<file path="config.mk">
export PLATFORM = sky130hd
export DESIGN_NAME = mram_host
export DESIGN_NICKNAME = d
export VERILOG_FILES = /design/src/rtl/mram_host_pkg.sv /design/src/rtl/mram_sync2.sv /design/src/rtl/mram_host.sv
export SDC_FILE = /design/constraint.sdc
export NUM_CORES = 1
export LEC_CHECK = 0
export BUFFER_PORTS_ARGS = -buffer_cell sky130_fd_sc_hd__buf_2
export CAP_MARGIN = 10
export CORE_ASPECT_RATIO = 0.8
export CORE_MARGIN = 3
export CORE_UTILIZATION = 40
export DETAILED_ROUTE_END_ITERATION = 16
export PLACE_DENSITY = 0.69
export SYNTH_ARGS = -nofsm -noshare
export SYNTH_HDL_FRONTEND = slang
export SYNTH_SLANG_ARGS = --single-unit
export TNS_END_PERCENT = 10
</file>
<file path="constraint.sdc">
create_clock -name clk -period 2.3 [get_ports clk]
set_input_delay 0.345 -clock clk [delete_from_list [all_inputs] [get_ports clk]]
set_output_delay 0.345 -clock clk [all_outputs]
set_load 0.02 [all_outputs]
</file>
<file path="src/rtl/mram_host_pkg.sv">
package mram_host_pkg;

	// Bus geometry
	localparam int ADDR_W = 21;
	localparam int DATA_W = 16;
	localparam int LANE_W = 8;

	// Clock period and printed times, in ns
	localparam int CLK_NS        = 10;
	localparam int T_CYCLE_NS    = 35;
	localparam int T_CYCLE_AU_NS = 45;
	localparam int T_PULSE_NS    = 15;
	localparam int T_ADDR_EOW_NS = 20;
	localparam int T_ADDR_EOW_AU = 30;
	localparam int T_DATA_EOW_NS = 10;
	localparam int T_RECOV_NS    = 12;
	localparam int T_HIGH_NS     = 2;
	localparam int T_SKEW_NS     = 2;
	localparam int T_ACCESS_NS   = 35;
	localparam int T_ACCESS_AU   = 45;

	// Least times round up to whole cycles, never below one
	function automatic int min_cyc(input int ns);
		int c;
		c = (ns + CLK_NS - 1) / CLK_NS;
		return (c < 1) ? 1 : c;
	endfunction

	localparam int CYC_PULSE  = min_cyc(T_PULSE_NS);
	localparam int CYC_ADDR   = min_cyc(T_ADDR_EOW_NS);
	localparam int CYC_ADDR_A = min_cyc(T_ADDR_EOW_AU);
	localparam int CYC_DATA   = min_cyc(T_DATA_EOW_NS);
	localparam int CYC_RECOV  = min_cyc(T_RECOV_NS);
	localparam int CYC_HIGH   = min_cyc(T_HIGH_NS);
	localparam int CYC_CYCLE  = min_cyc(T_CYCLE_NS);
	localparam int CYC_CYCL_A = min_cyc(T_CYCLE_AU_NS);
	localparam int CYC_ACC    = min_cyc(T_ACCESS_NS);
	localparam int CYC_ACC_A  = min_cyc(T_ACCESS_AU);

	localparam int CNT_W = 4;

	// Write termination styles
	typedef enum logic [1:0] {
		TERM_WE   = 2'h0,
		TERM_CE   = 2'h1,
		TERM_LANE = 2'h2
	} term_e;

	// Sequencer states, Gray along idle-setup-strobe-recover
	typedef enum logic [2:0] {
		ST_IDLE    = 3'h0,
		ST_SETUP   = 3'h1,
		ST_STROBE  = 3'h3,
		ST_RECOVER = 3'h2,
		ST_READ    = 3'h6
	} state_e;

endpackage

</file>
<file path="src/rtl/mram_sync2.sv">
// Two-stage synchroniser for pin inputs
module mram_sync2 #(
	parameter int W = 16
) (
	input  wire logic         clk,
	input  wire logic         rst_n,
	input  wire logic [W-1:0] d,
	output logic      [W-1:0] q
);

	logic [W-1:0] meta;

	// First stage feeds only the second
	always_ff @(posedge clk or negedge rst_n) begin
		if (!rst_n) begin
			meta <= '0;
			q    <= '0;
		end else begin
			meta <= d;
			q    <= meta;
		end
	end

endmodule

</file>
<file path="src/rtl/mram_host.sv">
// Functional notes
// - A deasserted write, chip or lane enable stays high at least 2 ns before changing.
// - Both lane enables, when used together, switch within 2 ns of each other.
// - Chip enable falling edges and write cycles are at least 35 ns apart, 45 ns automotive.
// - Write intervals count from the last stable address to the next address change.
// - Chip enable low 15 ns and address valid 20 ns (30 automotive) before end of write.
// - Data valid 10 ns before end of write; address held 12 ns after it.
// - A lane-terminated write holds the lane enable low 15 ns before end of write.
// - Write enable stays high for every read.
module mram_host
	import mram_host_pkg::*;
#(
	parameter bit AUTOMOTIVE = 1'b0
) (
	input  wire logic                       clk,
	input  wire logic                       rst_n,
	input  wire logic                       req_valid,
	input  wire logic                       req_write,
	input  wire mram_host_pkg::term_e       req_term,
	input  wire logic [mram_host_pkg::ADDR_W-1:0] req_addr,
	input  wire logic [mram_host_pkg::DATA_W-1:0] req_wdata,
	input  wire logic [1:0]                 req_lanes,
	output logic                            req_ready,
	output logic                            rsp_valid,
	output logic [mram_host_pkg::DATA_W-1:0] rsp_rdata,
	output logic [mram_host_pkg::ADDR_W-1:0] mem_addr,
	output logic                            chip_en_n,
	output logic                            write_en_n,
	output logic                            out_en_n,
	output logic                            hi_lane_sel_n,
	output logic                            lo_lane_sel_n,
	output logic [mram_host_pkg::DATA_W-1:0] dq_out,
	output logic                            dq_oe,
	input  wire logic [mram_host_pkg::DATA_W-1:0] dq_in
);
	import mram_host_pkg::*;

	localparam int ADDR_CYC  = AUTOMOTIVE ? CYC_ADDR_A : CYC_ADDR;
	localparam int CYCLE_CYC = AUTOMOTIVE ? CYC_CYCL_A : CYC_CYCLE;
	localparam int ACC_CYC   = AUTOMOTIVE ? CYC_ACC_A : CYC_ACC;
	// Strobe must cover pulse, address-to-end and data-to-end windows
	localparam int STB_A     = (CYC_PULSE > ADDR_CYC) ? CYC_PULSE : ADDR_CYC;
	localparam int STB_CYC   = (STB_A > CYC_DATA) ? STB_A : CYC_DATA;
	// Recovery covers address hold and the enable high time
	localparam int REC_CYC   = (CYC_RECOV > CYC_HIGH) ? CYC_RECOV : CYC_HIGH;

	state_e             state;
	logic [CNT_W-1:0]   cnt;
	logic [CNT_W-1:0]   gap;
	logic               is_write;
	term_e              term;
	logic [1:0]         lanes;
	logic [DATA_W-1:0]  rd_sync;
	logic [DATA_W-1:0]  req_wdata_q;
	logic [CNT_W-1:0]   stb_last;

	// Late-falling terminators need one more strobe cycle to keep their own 15 ns low time
	assign stb_last = (term == TERM_WE) ? CNT_W'(STB_CYC - 1) : CNT_W'(STB_CYC);

	// Read data comes from pins, so it is synchronised first
	mram_sync2 #(
		.W (DATA_W)
	) u_rd_sync (
		.clk   (clk),
		.rst_n (rst_n),
		.d     (dq_in),
		.q     (rd_sync)
	);

	// Sequencer; a new cycle waits for both recovery and the cycle-time gap
	always_ff @(posedge clk or negedge rst_n) begin
		if (!rst_n) begin
			state    <= ST_IDLE;
			cnt      <= '0;
			is_write <= 1'b0;
			term     <= TERM_WE;
			lanes    <= 2'h0;
			mem_addr <= '0;
		end else begin
			unique case (state)
				ST_IDLE: begin
					if (req_valid && req_ready) begin
						is_write <= req_write;
						term     <= req_term;
						lanes    <= req_lanes;
						mem_addr <= req_addr;
						cnt      <= '0;
						state    <= req_write ? ST_SETUP : ST_READ;
					end
				end
				ST_SETUP: begin
					cnt   <= '0;
					state <= ST_STROBE;
				end
				ST_STROBE: begin
					if (cnt == stb_last) begin
						cnt   <= '0;
						state <= ST_RECOVER;
					end else begin
						cnt <= cnt + CNT_W'(1);
					end
				end
				ST_READ: begin
					if (cnt == CNT_W'(ACC_CYC)) begin
						cnt   <= '0;
						state <= ST_RECOVER;
					end else begin
						cnt <= cnt + CNT_W'(1);
					end
				end
				ST_RECOVER: begin
					// Address held through recovery
					if (cnt == CNT_W'(REC_CYC - 1)) begin
						state <= ST_IDLE;
					end else begin
						cnt <= cnt + CNT_W'(1);
					end
				end
				default: state <= ST_IDLE;
			endcase
		end
	end

	// Spacing of chip enable falling edges
	always_ff @(posedge clk or negedge rst_n) begin
		if (!rst_n) begin
			gap <= '0;
		end else if (state == ST_IDLE && req_valid && req_ready) begin
			gap <= CNT_W'(CYCLE_CYC - 1);
		end else if (gap != '0) begin
			gap <= gap - CNT_W'(1);
		end
	end

	// Ready registered so it is a flop output
	always_ff @(posedge clk or negedge rst_n) begin
		if (!rst_n) begin
			req_ready <= 1'b0;
		end else begin
			req_ready <= (state == ST_IDLE) && !(req_valid && req_ready)
				&& (gap <= CNT_W'(1));
		end
	end

	// Pin strobes; the terminating signal goes high first, others stay low one more
	always_ff @(posedge clk or negedge rst_n) begin
		if (!rst_n) begin
			chip_en_n     <= 1'b1;
			write_en_n    <= 1'b1;
			out_en_n      <= 1'b1;
			hi_lane_sel_n <= 1'b1;
			lo_lane_sel_n <= 1'b1;
			dq_out        <= '0;
			dq_oe         <= 1'b0;
		end else begin
			chip_en_n     <= 1'b1;
			write_en_n    <= 1'b1;
			out_en_n      <= 1'b1;
			hi_lane_sel_n <= 1'b1;
			lo_lane_sel_n <= 1'b1;
			dq_oe         <= 1'b0;
			if (state == ST_SETUP || state == ST_STROBE) begin
				// Write enable low from setup, never later than chip enable, so outputs never turn on
				write_en_n <= 1'b0;
				chip_en_n  <= !(state == ST_STROBE || term != TERM_CE);
				// Both lanes switch on the same edge, zero skew
				lo_lane_sel_n <= !lanes[0] || (state == ST_SETUP && term == TERM_LANE);
				hi_lane_sel_n <= !lanes[1] || (state == ST_SETUP && term == TERM_LANE);
				dq_out     <= req_wdata_q;
				dq_oe      <= 1'b1;
				if (state == ST_STROBE && cnt == stb_last) begin
					// Terminating edge: chosen signal rises, partners hold one more cycle
					unique case (term)
						TERM_WE:   write_en_n <= 1'b1;
						TERM_CE:   chip_en_n  <= 1'b1;
						TERM_LANE: begin
							lo_lane_sel_n <= 1'b1;
							hi_lane_sel_n <= 1'b1;
						end
						default:   write_en_n <= 1'b1;
					endcase
				end
			end else if (state == ST_READ) begin
				chip_en_n     <= 1'b0;
				out_en_n      <= 1'b0;
				write_en_n    <= 1'b1;
				lo_lane_sel_n <= !lanes[0];
				hi_lane_sel_n <= !lanes[1];
			end
		end
	end

	// Write data captured with the request
	always_ff @(posedge clk or negedge rst_n) begin
		if (!rst_n) begin
			req_wdata_q <= '0;
		end else if (state == ST_IDLE && req_valid && req_ready) begin
			req_wdata_q <= req_wdata;
		end
	end

	// Read answer when the count reaches ACC_CYC; synchroniser lag counts inside that time
	always_ff @(posedge clk or negedge rst_n) begin
		if (!rst_n) begin
			rsp_valid <= 1'b0;
			rsp_rdata <= '0;
		end else begin
			rsp_valid <= (state == ST_READ) && (cnt == CNT_W'(ACC_CYC)) && !is_write;
			if (state == ST_READ && cnt == CNT_W'(ACC_CYC)) begin
				rsp_rdata <= rd_sync;
			end
		end
	end

endmodule

</file>
==> impl_metrics.py <==
metrics = {
    "outcome": {
        "status": "finished clean",
    },
    "cts": {
        "cts_sinks": 125,
        "htreeDepth": 4,
        "postCtsHoldBufs": 1,
        "cts_tree": "yes",
        "cts_made_buffers": 17,
        "clockBufferDepth": 2,
        "root_buffer": "clkbuf_16",
        "post_cts_buffers": 0,
        "clock_latency_ns": 0.41,
        "post_cts_resized": 0,
        "clkTransAtPathRegs_ns": 0.06,
    },
    "die": {
        "ios": 122,
        "core_area_sq_um": 11020,
        "die_area_sq_um": 12810,
        "die_height_um": 101.8,
        "start_util_pct": 41.68,
        "die_w_um": 125.8,
        "rows": 34,
    },
    "critical_path": {
        "critPathArrivalTime_ns": 2.17,
        "critPathRequiredTime_ns": 2.58,
        "r2r_start": "cnt[1]",
        "crit_slowest_cell": "or4b_4",
        "slowest_delay_ns": 0.46,
        "worstPathMaxFanout": 5,
        "end_kind": "flop",
        "path_cells": "inv_1 -> ha_1 -> or4b_4 -> a221o_1 -> nand3_2 -> mux2i_1",
        "cp_top_family": "simple AND/OR/NAND/NOR gates",
        "path_buf_inv": 1,
        "r2r_cells": 6,
        "cp.depth": 6,
        "timing.rr.end": "cnt[0]",
        "reg2reg_slack_ns": 0.41,
        "worstSetupPathType": "reg2reg",
        "critPathLaunchType": "flop",
    },
    "flow_run": {
        "drv_cap": 0,
    },
    "logic_synthesis": {
        "synth_edf_count": 0,
        "syn_avg_cell_area_sq_um": 14.04,
        "ys.flop_type": "dfrtp_1",
        "syn_area_sq_um": 4592,
        "synth_top_area_cell": "dfrtp_1",
        "synthDominantCellAreaShare_pct": 65.40,
        "synthTopCellsByArea": "dfrtp_1, mux2_2, nand2_1",
        "ys_types": 40,
        "seq_area_frac_synth_pct": 68.26,
        "async_reset_ff_share_pct": 100.0,
        "yosys_warnings": 0,
        "synth_commonest_cells": "dfrtp_1, nand2_1, mux2_2",
        "syn-num-nets": 396,
        "ys_seq_elements": 125,
        "synth_cells": 327,
        "synthMostInstantiatedCell": "dfrtp_1",
    },
    "timing": {
        "hold_viol": 0,
        "tns_ns": 0,
        "slew_headroom_pct": 63.74,
        "rsz0062_at_grt": "no",
        "setup_viol": 0,
        "tightest_slew_ns": 0.5438,
        "fin_crit_sh_pct": 82.31,
        "slew_viol_final": 0,
        "fmax_ghz": 0.5282,
        "skew_ns": 0.008290,
        "period_needed_ns": 1.893,
    },
    "drt": {
        "wl_per_cell_um": 14.91,
        "route.vias.total": 2919,
        "drtPass1Iterations": 4,
        "ant_nets": 0,
        "drcViolationCount": 0,
        "routed_via_density": 4.708,
        "dr.first_iter.drc_count": 195,
        "finalWirelength_um": 9247,
    },
    "cells_and_area": {
        "layout.nets": 532,
        "drive_above_1_share_pct": 47.69,
        "syn_to_final_growth_pct": 30.68,
        "diodes": 0,
        "final.fill_count": 933,
        "finish.utilization_pct": 54.46,
    },
    "global_route": {
        "grt_pass1_wl_um": 15270,
        "grt_overflow": 0,
        "antenna_found_initial": 0,
        "grt_pass1_vias": 3019,
        "grt_util_all_layers_pct": 15.20,
        "grt_max_degree": 57,
    },
    "hold_path": {
        "whs_path_depth": 1,
        "hold_path_end": "u_rd_sync.meta[3]",
        "worstHoldStart": "dq_in[3]",
        "hp-class": "in2reg",
    },
    "place": {
        "dp_hpwl_um": 6308,
        "gp_congestion": 0.8309,
        "port-buffer-count": 121,
    },
    "power": {
        "leakage_uw": 0.003094,
        "vdd_drop_max_mv": 0.5091,
        "power_density_nw_per_um2": 1209,
    },
}
-- through the flow --
stage / power (uW) / hold slack [ns] / instances / worst slack, ns / cell area (sq um)
after global routing: 7687 / 0.01503 / 620 / 0.3342 / 6001
after global placement: 4550 / 0.3328 / 587 / 0.5394 / 5390
after CTS: 7341 / 0.02352 / 620 / 0.4266 / 6001
after floorplan: 4011 / 0.04941 / 327 / 0.5974 / 4592
final: 7252 / 0.03952 / 620 / 0.4068 / 6001
after detailed placement: 4611 / 0.3347 / 587 / 0.5008 / 5390
-- how the worst max path moves through the flow --
| stage | slack, ns | end | start |
|---|---|---|---|
| floorplan | 0.60 | cnt[2] | cnt[1] |
| global placement | 0.54 | cnt[2] | cnt[1] |
| detailed placement | 0.50 | cnt[0] | cnt[1] |
| CTS | 0.43 | cnt[0] | cnt[1] |
| global route | 0.33 | cnt[2] | cnt[1] |
| finish | 0.41 | cnt[0] | cnt[1] |
-- registers in the layout, indices dropped and copies added, names as in the netlist --
name	flops
dq_oe	1
u_rd_sync.q	16
state	3
chip_en_n	1
lanes	2
rsp_valid	1
lo_lane_sel_n	1
u_rd_sync.meta	16
hi_lane_sel_n	1
out_en_n	1
req_wdata_q	16
term	2
cnt	4
dq_out	16
mem_addr	21
req_ready	1
write_en_n	1
is_write	1
gap	4
rsp_rdata	16
-- cell families after synthesis --
logic type      after synthesis  synth area share, %
xor+xnor                      2               0.3815
buf+inv                      22                2.480
flops                       125                68.26
mux                          58                14.20
fa+ha+maj                     8                2.180
compound gates               24                3.324
simple gates                 88                9.183
-- final cells by class --
| cell class | count | area (sq um) | area share [%] |
|---|---|---|---|
| timing repair buffer | 128 | 700.7 | 11.68 |
| clock buffer | 17 | 425.4 | 7.089 |
| clock inverter | 15 | 175.2 | 2.919 |
| sequential | 125 | 3134 | 52.23 |
| tap | 144 | 180.2 | 3.003 |
| inverter | 11 | 41.29 | 0.6881 |
| multi-input combinational | 180 | 1344 | 22.39 |
-- placed cells by master, fill, tap and decap left out, types with 2 or more instances in the layout --
master     synthesis  layout
clkinv_4           0       4
o22ai_1            2       2
o21ai_0            8       8
buf_2              4     120
nand3_1            4       4
bufinv_16          0       2
buf_4              5       4
a21o_1             2       2
nor2_1             8       8
clkbuf_16          0      17
inv_8              0       2
ha_1               8       8
inv_1             11      11
inv_6              0       6
a31oi_1            3       3
nand3b_1           2       2
mux2_2            57      57
nor3_1             2       2
a21oi_1            3       3
dfrtp_1          120     120
nand2_1           59      59
buf_12             0       3
dfstp_2            5       5
xnor2_1            2       2
-- routing by layer --
| metal | global-route usage, % | up-vias | part of all wire [%] | routed length (um) |
|---|---|---|---|---|
| met2 | 23.66 | 102 | 47 | 4352 |
| met4 | 5.029 | 0 | 0.74 | 68 |
| met3 | 5.956 | 7 | 7.8 | 720 |
| met1 | 19.85 | 1430 | 44 | 4105 |
| li1 | - | 1380 | - | - |
| met5 | 0 | - | 0 | 0 |
-- worst reg2reg max path, cell delays in order, from the launching register on --
cell and delay (ns):
dfrtp_1 0.43, inv_1 0.13, ha_1 0.16, or4b_4 0.46
a221o_1 0.39, nand3_2 0.11, mux2i_1 0.09
-- power breakdown --
part / leakage (uW) / internal (uW) / total, uW / switching, uW
Clock: 0.000297 / 1630 / 2670 / 1040
Combinational: 0.00123 / 660 / 1640 / 976
Sequential: 0.00157 / 2660 / 2940 / 288
Total: 0.00309 / 4950 / 7250 / 2300
Power figures use the tool's default switching activity.
